===== src/rtl/acc_map.svh =====
// register map, field positions, reset values and timing counts of the comparator control
// assumes an APB slave with 32-bit data, the register in the low byte of one word
`ifndef ACC_MAP_SVH
`define ACC_MAP_SVH

`define ACC_SC_OFFSET     12'h000
`define ACC_SC_RESET      8'h00
`define ACC_SC_WMASK      8'hF7

`define ACC_BIT_ENABLE    7
`define ACC_BIT_REFSEL    6
`define ACC_BIT_FLAG      5
`define ACC_BIT_IE        4
`define ACC_BIT_OUT       3
`define ACC_BIT_PINEN     2
`define ACC_MODE_HI       1
`define ACC_MODE_LO       0

`define ACC_SYNC_STAGES   2
`define ACC_CLK_PERIOD_NS 100
`define ACC_APB_WAIT      0

`endif


===== src/rtl/acc_pkg.sv =====
// types shared by the comparator control files
// assumes acc_map.svh for numbers; this package holds types only
package acc_pkg;

   typedef enum logic [1:0]
   {
      ACC_FALL_A,
      ACC_RISE,
      ACC_FALL_B,
      ACC_TOGGLE
   } acc_mode_e;

   typedef enum logic [1:0]
   {
      ACC_RUN,
      ACC_WAIT,
      ACC_STOP3,
      ACC_OFF
   } acc_pwr_e;

endpackage : acc_pkg


===== src/rtl/acc_top.sv =====
// control and status logic of an analog voltage comparator, one 8-bit register over APB
// assumes the analog core gives an asynchronous output level and takes enable and mux controls
//
// Implementation choices: the APB register port and the placing of the registers.
`timescale 1ns/100ps
`include "acc_map.svh"

module acc_top #(
   parameter int ADDR_W = 12
) (
   // clock and reset
   input  wire logic              mclk,
   input  wire logic              resetn,
   // APB slave
   input  wire logic              psel,
   input  wire logic              penable,
   input  wire logic              pwrite,
   input  wire logic [ADDR_W-1:0] paddr,
   input  wire logic [31:0]       pwdata,
   output logic      [31:0]       prdata,
   output logic                   pready,
   output logic                   pslverr,
   // analog comparator core
   input  wire logic              cmp_raw,
   output logic                   cmp_power_on,
   output logic                   cmp_low_power,
   output logic                   cmp_pos_bandgap,
   output logic                   cmp_neg_from_pin,
   // power and debug modes of the processor
   input  wire logic              wait_mode,
   input  wire logic              stop3_mode,
   input  wire logic              stop12_mode,
   input  wire logic              debug_active,
   // output pin
   output logic                   comparator_output_pin,
   output logic                   comparator_output_pin_oe,
   // interrupt request
   output logic                   cmp_irq,
   // timer capture routing
   input  wire logic              capture_route_select,
   input  wire logic              capture0_pin_in,
   output logic                   capture0_in
);

   if (ADDR_W < 3 || ADDR_W > 32)
   begin : g_bad_addr_w
      $error("acc_top address width must be 3 to 32 bits");
   end

   // the settle count below is two bits wide
   if (`ACC_SYNC_STAGES > 2)
   begin : g_bad_sync_stages
      $error("acc_top settle count cannot cover that many sync stages");
   end

   // reset image of the register; the writable fields take their reset values from it
   localparam logic [7:0] SC_RESET = `ACC_SC_RESET;

   // reset release through two flip-flops
   logic rst_meta_ff;
   logic rst_sync_ff;
   logic rst_n;

   always_ff @(posedge mclk or negedge resetn)
   begin
      if (!resetn)
      begin
         rst_meta_ff <= 1'b0;
         rst_sync_ff <= 1'b0;
      end
      else
      begin
         rst_meta_ff <= 1'b1;
         rst_sync_ff <= rst_meta_ff;
      end
   end

   assign rst_n = rst_sync_ff;

   // power mode tracking
   acc_pkg::acc_pwr_e pwr_ff;
   acc_pkg::acc_pwr_e nxt_pwr;
   logic              run_clk;
   logic              powered_down;

   always_comb
   begin
      if (stop12_mode)
         nxt_pwr = acc_pkg::ACC_OFF;
      else if (stop3_mode)
         nxt_pwr = acc_pkg::ACC_STOP3;
      else if (wait_mode)
         nxt_pwr = acc_pkg::ACC_WAIT;
      else
         nxt_pwr = acc_pkg::ACC_RUN;
   end

   always_ff @(posedge mclk or negedge rst_n)
   begin
      if (!rst_n)
         pwr_ff <= acc_pkg::ACC_RUN;
      else
         pwr_ff <= nxt_pwr;
   end

   // debug mode has no effect: run and debug are treated alike
   always_comb
   begin
      unique case (pwr_ff)
         acc_pkg::ACC_RUN:
         begin
            run_clk      = 1'b1;
            powered_down = 1'b0;
         end
         acc_pkg::ACC_WAIT:
         begin
            run_clk      = 1'b1;
            powered_down = 1'b0;
         end
         acc_pkg::ACC_STOP3:
         begin
            run_clk      = 1'b0;
            powered_down = 1'b0;
         end
         acc_pkg::ACC_OFF:
         begin
            run_clk      = 1'b0;
            powered_down = 1'b1;
         end
      endcase
   end

   // bus decode
   logic sel_sc;
   logic bus_wr;
   logic bus_rd_setup;
   logic wr_take;

   assign sel_sc       = (paddr == ADDR_W'(`ACC_SC_OFFSET));
   assign bus_wr       = psel && penable && pwrite && sel_sc && pready;
   assign bus_rd_setup = psel && !penable && !pwrite;
   // writes are dropped while the module clock is halted
   assign wr_take      = bus_wr && run_clk;
   assign pready       = 1'b1;
   assign pslverr      = psel && penable && !sel_sc;

   // control fields
   logic       enable_ff;
   logic       refsel_ff;
   logic       ie_ff;
   logic       pinen_ff;
   logic [1:0] mode_ff;
   logic       flag_ff;
   logic       nxt_flag;

   always_ff @(posedge mclk or negedge rst_n)
   begin
      if (!rst_n)
      begin
         enable_ff <= SC_RESET[`ACC_BIT_ENABLE];
         refsel_ff <= SC_RESET[`ACC_BIT_REFSEL];
         ie_ff     <= SC_RESET[`ACC_BIT_IE];
         pinen_ff  <= SC_RESET[`ACC_BIT_PINEN];
         mode_ff   <= SC_RESET[`ACC_MODE_HI:`ACC_MODE_LO];
      end
      else if (powered_down)
      begin
         enable_ff <= SC_RESET[`ACC_BIT_ENABLE];
         refsel_ff <= SC_RESET[`ACC_BIT_REFSEL];
         ie_ff     <= SC_RESET[`ACC_BIT_IE];
         pinen_ff  <= SC_RESET[`ACC_BIT_PINEN];
         mode_ff   <= SC_RESET[`ACC_MODE_HI:`ACC_MODE_LO];
      end
      else if (wr_take)
      begin
         enable_ff <= pwdata[`ACC_BIT_ENABLE];
         refsel_ff <= pwdata[`ACC_BIT_REFSEL];
         ie_ff     <= pwdata[`ACC_BIT_IE];
         pinen_ff  <= pwdata[`ACC_BIT_PINEN];
         mode_ff   <= pwdata[`ACC_MODE_HI:`ACC_MODE_LO];
      end
   end

   // comparator output synchronised; cleared while disabled
   logic active;
   logic cmp_sync;

   assign active = enable_ff && run_clk;

   acc_sync #(
      .STAGES (`ACC_SYNC_STAGES)
   ) u_sync (
      .mclk  (mclk),
      .rst_n (rst_n),
      .clear (!enable_ff || powered_down),
      .hold  (!run_clk),
      .d     (cmp_raw),
      .q     (cmp_sync)
   );

   // previous sample and a settle count: after enable or stop3 exit the synchroniser
   // still holds stale levels, so edges wait until it has refilled with fresh samples
   localparam logic [1:0] ARM_DONE = 2'(`ACC_SYNC_STAGES + 1);
   logic       prev_ff;
   logic [1:0] arm_cnt_ff;

   always_ff @(posedge mclk or negedge rst_n)
   begin
      if (!rst_n)
      begin
         prev_ff    <= 1'b0;
         arm_cnt_ff <= 2'h0;
      end
      else if (!active)
      begin
         prev_ff    <= cmp_sync;
         arm_cnt_ff <= 2'h0;
      end
      else
      begin
         prev_ff <= cmp_sync;
         if (arm_cnt_ff != ARM_DONE)
            arm_cnt_ff <= arm_cnt_ff + 2'h1;
      end
   end

   function automatic logic edge_hit(input logic [1:0] mode, input logic prev, input logic cur);
      logic rise;
      logic fall;
      rise = !prev && cur;
      fall = prev && !cur;
      unique case (acc_pkg::acc_mode_e'(mode))
         acc_pkg::ACC_FALL_A: edge_hit = fall;
         acc_pkg::ACC_RISE:   edge_hit = rise;
         acc_pkg::ACC_FALL_B: edge_hit = fall;
         acc_pkg::ACC_TOGGLE: edge_hit = rise || fall;
      endcase
   endfunction : edge_hit

   logic event_hit;

   assign event_hit = active && (arm_cnt_ff == ARM_DONE)
                      && edge_hit(mode_ff, prev_ff, cmp_sync);

   // flag: an event in the clearing cycle wins
   always_comb
   begin
      nxt_flag = flag_ff;
      if (wr_take && pwdata[`ACC_BIT_FLAG])
         nxt_flag = 1'b0;
      if (event_hit)
         nxt_flag = 1'b1;
   end

   always_ff @(posedge mclk or negedge rst_n)
   begin
      if (!rst_n)
         flag_ff <= SC_RESET[`ACC_BIT_FLAG];
      else if (powered_down)
         flag_ff <= SC_RESET[`ACC_BIT_FLAG];
      else
         flag_ff <= nxt_flag;
   end

   // interrupt: stays off in stop so it cannot wake the part
   assign cmp_irq = flag_ff && ie_ff && run_clk;

   // read data, taken in the setup cycle
   logic [7:0] sc_value;

   assign sc_value = {enable_ff, refsel_ff, flag_ff, ie_ff,
                      cmp_sync && enable_ff, pinen_ff, mode_ff};

   always_ff @(posedge mclk or negedge rst_n)
   begin
      if (!rst_n)
         prdata <= 32'h0000_0000;
      else if (bus_rd_setup)
         prdata <= sel_sc ? {24'h00_0000, sc_value} : 32'h0000_0000;
   end

   // analog controls
   always_ff @(posedge mclk or negedge rst_n)
   begin
      if (!rst_n)
      begin
         cmp_power_on    <= 1'b0;
         cmp_low_power   <= 1'b0;
         cmp_pos_bandgap <= 1'b0;
      end
      else
      begin
         cmp_power_on    <= enable_ff && !powered_down;
         cmp_low_power   <= (nxt_pwr == acc_pkg::ACC_STOP3);
         cmp_pos_bandgap <= refsel_ff;
      end
   end

   assign cmp_neg_from_pin = 1'b1;

   // output pin and capture route
   always_ff @(posedge mclk or negedge rst_n)
   begin
      if (!rst_n)
      begin
         comparator_output_pin    <= 1'b0;
         comparator_output_pin_oe <= 1'b0;
      end
      else
      begin
         comparator_output_pin    <= pinen_ff && enable_ff && cmp_sync && !powered_down;
         comparator_output_pin_oe <= pinen_ff;
      end
   end

   always_ff @(posedge mclk or negedge rst_n)
   begin
      if (!rst_n)
         capture0_in <= 1'b0;
      else
         capture0_in <= capture_route_select ? cmp_sync : capture0_pin_in;
   end

   // debug_active only documents that nothing changes in background mode
   logic unused_debug;

   assign unused_debug = debug_active;

endmodule : acc_top


===== src/rtl/acc_sync.sv =====
// level synchroniser with hold and clear, used for the raw comparator output
// assumes the input is asynchronous to mclk and rst_n is already synchronised
`timescale 1ns/100ps

module acc_sync #(
   parameter int STAGES = 2
) (
   // clock and reset
   input  wire logic mclk,
   input  wire logic rst_n,
   // control
   input  wire logic clear,
   input  wire logic hold,
   // data
   input  wire logic d,
   output logic      q
);

   logic [STAGES-1:0] stage_ff;

   // the edge detector needs a settled second stage
   if (STAGES < 2)
   begin : g_bad_stages
      $error("acc_sync needs at least two stages");
   end

   // first stage feeds only the second stage
   always_ff @(posedge mclk or negedge rst_n)
   begin
      if (!rst_n)
         stage_ff <= '0;
      else if (clear)
         stage_ff <= '0;
      else if (!hold)
         stage_ff <= {stage_ff[STAGES-2:0], d};
   end

   assign q = stage_ff[STAGES-1];

endmodule : acc_sync


===== config.mk =====
export PLATFORM = sky130hd
export DESIGN_NAME = acc_top
export DESIGN_NICKNAME = d
export VERILOG_FILES = /design/src/rtl/acc_pkg.sv /design/src/rtl/acc_top.sv /design/src/rtl/acc_sync.sv
export VERILOG_INCLUDE_DIRS = /design/src /design/src/rtl
export SDC_FILE = /design/constraint.sdc
export NUM_CORES = 1
export LEC_CHECK = 0
export BUFFER_PORTS_ARGS = -buffer_cell sky130_fd_sc_hd__clkbuf_2
export CORE_MARGIN = 3
export CORE_UTILIZATION = 38
export DETAILED_ROUTE_END_ITERATION = 6
export GPL_TIMING_DRIVEN = 1
export PLACE_DENSITY = 0.75
export SYNTH_ARGS = -nofsm -noshare
export SYNTH_HDL_FRONTEND = slang
export SYNTH_HIERARCHICAL = 1
export SYNTH_SLANG_ARGS = --single-unit

===== constraint.sdc =====
create_clock -name mclk -period 2.2 [get_ports mclk]
set_clock_uncertainty 0.15 [all_clocks]
set_input_delay 0.11 -clock mclk [delete_from_list [all_inputs] [get_ports mclk]]
set_output_delay 0.11 -clock mclk [all_outputs]
set_load 0.1 [all_outputs]

## Word level (Yosys, flattened, before mapping)

Cells that the tools add are included.

- Logic and storage cells: 94
- Input port bits: 56
- Flip-flop bits (word level): 54
- Memory bits (writable): 0
- Output and inout bits: 42
- Memories kept: 0
- Memory bits (read-only): 0
- Bits in latches: 0

- $lt $le $gt $ge: 0
- Reductions and logical operators: 39
- Mux-type cells: 25
- Bitwise operators: 0
- Add/sub/neg operators: 1
- Divide/modulo/power cells: 0
- Equality and inequality tests: 10
- Multipliers: 0
- Shift operators: 0

Operators by type and width:

| cell | number |
|---|---|
| $logic_and A1 B1 Y1 | 20 |
| $mux W2 | 8 |
| $mux W1 | 13 |
| $eq A2 B2 Y1 const B | 6 |
| $logic_not A12 Y1 | 1 |
| $mux W8 | 1 |
| $logic_not A1 Y1 | 7 |
| $reduce_or A2 Y1 | 3 |
| $eq A2 B1 Y1 const B | 2 |
| $logic_not A2 Y1 | 2 |
| $pmux W1 S2 | 2 |
| $reduce_bool A2 Y1 | 2 |
| $pmux W1 S3 | 1 |
| $reduce_bool A3 Y1 | 1 |
| $reduce_or A3 Y1 | 1 |
| $add A2 B1 Y2 const B | 1 |
| $logic_or A1 B1 Y1 | 2 |
| $ne A2 B1 Y1 const B | 1 |
| $ne A2 B2 Y1 const B | 1 |

## Longest topological paths before layout

- Word-level depth: 8
- Mapped depth: 6
- Mapped depth without buffers: 6

## By module

Netlist, hierarchy kept.

Modules (own cells, without submodules):

| module | seq. area each (µm²) | cells an instance | area each (µm²) | instances |
|---|---|---|---|---|
| acc_top | 700.7 | 120 | 1,341.3 | 1 |
| acc_sync | 50.0 | 6 | 77.6 | 1 |

## Worst setup path before layout

No wires, ideal clock.

- Kind: register -> output
- From: reg pwr_ff[1]
- To: out cmp_irq
- Stages on the path, launching flop included: 2
- Path buffers: 0
- Required time: 1,940 ps
- Slack: 282 ps
- Data arrival time: 1,658 ps
- Path through: dfrtp_1 -> nor2_1

- Cells in the longest elaborated chain, start to end: 4
- Elaborated cells between the ends (all ways): 8
- Classes of those cells: 3 x eq/ne; 1 x mux; 4 x reduce/logical

Ends and longest elaborated chain:

| what | line | RTL |
|---|---|---|
| start: declaration | acc_top.sv:81 | `acc_pkg::acc_pwr_e pwr_ff;` |
| start signal: assignment | acc_top.sv:101 | `pwr_ff <= acc_pkg::ACC_RUN;` |
| start signal: assignment | acc_top.sv:103 | `pwr_ff <= nxt_pwr;` |
| $eq A2 B2 Y1, or another cell as far along | acc_top.sv:109 | `unique case (pwr_ff)` |
| $reduce_or A2 Y1 (no line) | - |  |
| $pmux W1 S2 (*) | acc_top.sv:109 |  |
| $logic_and A1 B1 Y1 (*) | acc_top.sv:266 | `assign cmp_irq = flag_ff && ie_ff && run_clk;` |
| end: declaration | acc_top.sv:38 | `output logic cmp_irq,` |

Mark *: on every way between the ends. The rest lies on a longest branch, timed or not.

## Final worst setup path

- From: in paddr[11]
- To: out pslverr

- Cells in the longest elaborated chain, start to end: 3

Ends and longest elaborated chain:

| what | line | RTL |
|---|---|---|
| start: declaration | acc_top.sv:18 | `input wire logic [ADDR_W-1:0] paddr,` |
| $logic_not A12 Y1 | acc_top.sv:139 | `` assign sel_sc = (paddr == ADDR_W'(`ACC_SC_OFFSET)); `` |
| $logic_not A1 Y1 | acc_top.sv:145 | `assign pslverr = psel && penable && !sel_sc;` |
| $logic_and A1 B1 Y1 | acc_top.sv:145 |  |
| end: declaration | acc_top.sv:22 | `output logic pslverr,` |

Every way passes these cells.

==> impl_results.md <==
- Syn Area/Cell: roughly 11 um^2
- Die Height: 67.1 um
- Worst EP required: roughly 1.9 ns
- Sequential cell area: 751 um^2
- CP Max Fanout: 3
- Share of layout cells above drive strength 1: 0.323
- Clock Root Buffer: clkbuf_8
- Crit Path Category: in2out
- Setup bufs post-CTS: 0
- Status: finished, final reports clean
- Worst hold path type: reg2async
- Pre-CTS WS: slightly below 0.4 ns
- CTS hold repair buffers: 17
- Initial Util: 0.409
- I/O Buffers: between 40 and 50
- XOR/XNOR Fraction of Synth Area: 0.00617
- Rel. slew slack: 0.637
- Synthesis warning total: 6
- Post-Route WL: between 2000 and 3000 um
- Part of the cycle the worst path needs: 0.817
- Total congestion overflow: 0
- RR Startpoint: pwr_ff[1]
- Final net count: 253
- Critical Path Start: paddr[11]
- Setup TNS: 0 ns
- Synth Cell Area: between 1000 and 1500 um^2
- Crit path time final: between 1.5 and 2 ns
- Wire per inst: roughly 11 um
- Pwr Total: 1.39 mW
- Final worst slack: between 0.4 and 0.5 ns
- Die W: approximately 67 um
- DP HPWL: between 1500 and 2000 um
- Finished Cell Area: ~1900 um^2
- GRT Overall Usage: 0.129
- First-pass GRT wire length: roughly 4300 um
- Crit path DAT: roughly 1.5 ns
- TritonCTS clock tree: done
- Cell Pwr Density: approximately 740 nW/um^2
- Worst Setup End Kind: output port
- Drt initial violations: 47
- Largest family of logic cells by synthesized area: buffers and inverters
- CTS resizes: 0
- Least-Margin Pin Slew: approximately 0.55 ns
- CTS H-Tree Depth: 2
- Clock Sink Count: 30
- Max-slew violation count: 0
- Final hold viol count: 0
- Area Growth Syn to Fin: 32.5%
- CTS buffer count: 5
- Largest net degree at the start of global routing: 29
- Synth unique cells: 27
- Area of the core: approximately 3500 um^2
- Simple-gate share of the synthesized area: 0.141
- Peak VDD IR: 0.000455 V
- Worst setup SP type: input pin
- Sequential area share after synthesis: 0.529
- Post-route ant nets: 0
- Dpl cell area: between 1500 and 2000 um^2
- Synthesized flop and latch total: 30
- Vias/cell: 4.34
- Final Non-Filler Cells: 241
- Mux cell area share after synthesis: 0.0291
- Clock buffer depth: 2
- Cells after synthesis: 126
- Multi-input logic area: about 530 um^2
- First-pass DRT Iterations: 4
- R2r endpoint: ie_ff
- Worst R2R Setup Slack: ~0.60 ns
- Max frequency: roughly 0.56 GHz
- Max Cap Viol: 0
- Io pins: 98
- Initial antenna violation count: 0
- Clk slew on worst S/H paths: around 0.060 ns
- Placer Congestion: between 0.8 and 0.9
- Die area: ~4500 um^2
- Worst Reg-to-Reg Cells: 5
- DRC violations left: 0
- # rows: 21
- Diodes inserted: 0
- Capture point of the worst path: pslverr
- Synth Area in Compound Gates: 0.101
- Synth Area in Adders: 0.0265
- Lkg Pwr: a little over 1 nW
- Placed cells: between 200 and 250
- Layout fillers: 327
- Clk_lat worst skew: roughly 0.27 ns
- RSZ-0062 raised after global routing: false
- Vias: 1046
- Final setup fails: 0
- Vias in the first global route: ~1000
worst min path at each step:
stage,from,endpoint,slack [ns],cells after the start
detailed placement,resetn,rst_meta_ff,-0.25,1
CTS,rst_n,pinen_ff,0.1,1
global route,rst_n,pinen_ff,0.12,1
global placement,resetn,rst_meta_ff,-0.25,1
finish,rst_n,prdata[2],0.09,1
floorplan,resetn,rst_meta_ff,-0.34,0
Yosys cell counts:
library cell	n	area share
a211oi_1	1	0.0053
a21o_1	1	0.0053
a22o_1	7	0.043
a31o_1	1	0.0062
a32o_1	1	0.0071
and3_1	1	0.0044
buf_4	26	0.14
buf_6	1	0.0079
clkbuf_1	1	0.0026
conb_1	2	0.0053
dfrtp_1	30	0.53
ha_1	3	0.026
inv_1	5	0.013
mux2_2	1	0.0079
mux2i_1	3	0.021
nand2_1	17	0.045
nand2b_1	2	0.0088
nand4b_1	1	0.0062
nor2_1	7	0.019
nor4_4	2	0.030
o211ai_1	1	0.0053
o21ai_0	5	0.018
o21ai_1	1	0.0035
o311a_2	1	0.0079
or2_2	1	0.0044
or4_4	3	0.024
xor2_1	1	0.0062
logic make-up after synthesis:
group           after synthesis
fa+ha+maj                     3
xor+xnor                      1
simple gates                 34
mux                           4
compound gates               19
other cells                   2
flops                        30
buf+inv                      33
through the flow:
stage | utilization | hold WS, ns
2_1_floorplan | - | -0.336
3_3_place_gp | 0.461 | -0.253
3_5_place_dp | 0.461 | -0.251
4_1_cts | 0.542 | 0.0976
5_1_grt | 0.542 | 0.122
6_report | 0.542 | 0.0863
final cells by class:
| type | count | share of cell area |
|---|---|---|
| Clock inverter | 3 | 0.0213 |
| Tap cell | 46 | 0.0306 |
| Inverter | 5 | 0.00999 |
| Multi-Input combinational cell | 88 | 0.284 |
| Timing Repair Buffer | 64 | 0.218 |
| Sequential cell | 30 | 0.399 |
| Clock buffer | 5 | 0.0366 |
state kept, by name, indices dropped and copies added (netlist names), 2 cells and up:
| signal | flops |
|---|---|
| u_sync/stage_ff | 2 |
| pwr_ff | 2 |
| arm_cnt_ff | 2 |
| mode_ff | 2 |
| prdata | 8 |
metal layers:
metal  GRT usage  share of wire  vias up
li1            -              -      513
met1       0.149           0.41      484
met2       0.218           0.49       44
met3      0.0472          0.089        5
met4      0.0456          0.015        0
met5           0              0        -
critical path: stages:
cell	delay, ns
clkbuf_2	0.08
or4_4	0.57
o311a_2	0.41
clkbuf_2	0.37
layout by cell type (no fill, tap or decap), drive strengths merged:
master and n:
dlygate4sd3 17, o21ai 6, ha 3, a32o 1
or4 3, nor4 2, nand2 17, a31o 1
a21o 1, a211oi 1, o211ai 1, or2 1
xor2 1, mux2 1, buf 2, nor2 7
conb 27, bufinv 1, mux2i 3, clkinv 2
nand2b 2, dfrtp 30, inv 5, nand4b 1
o311a 1, and3 1, a22o 7, clkbuf 50
report_power, final:
group	internal (mW)	switching [mW]
registers	0.557	0.00323
clock network	0.333	0.198
logic	0.0489	0.248
Power figures use the tool's default switching activity.
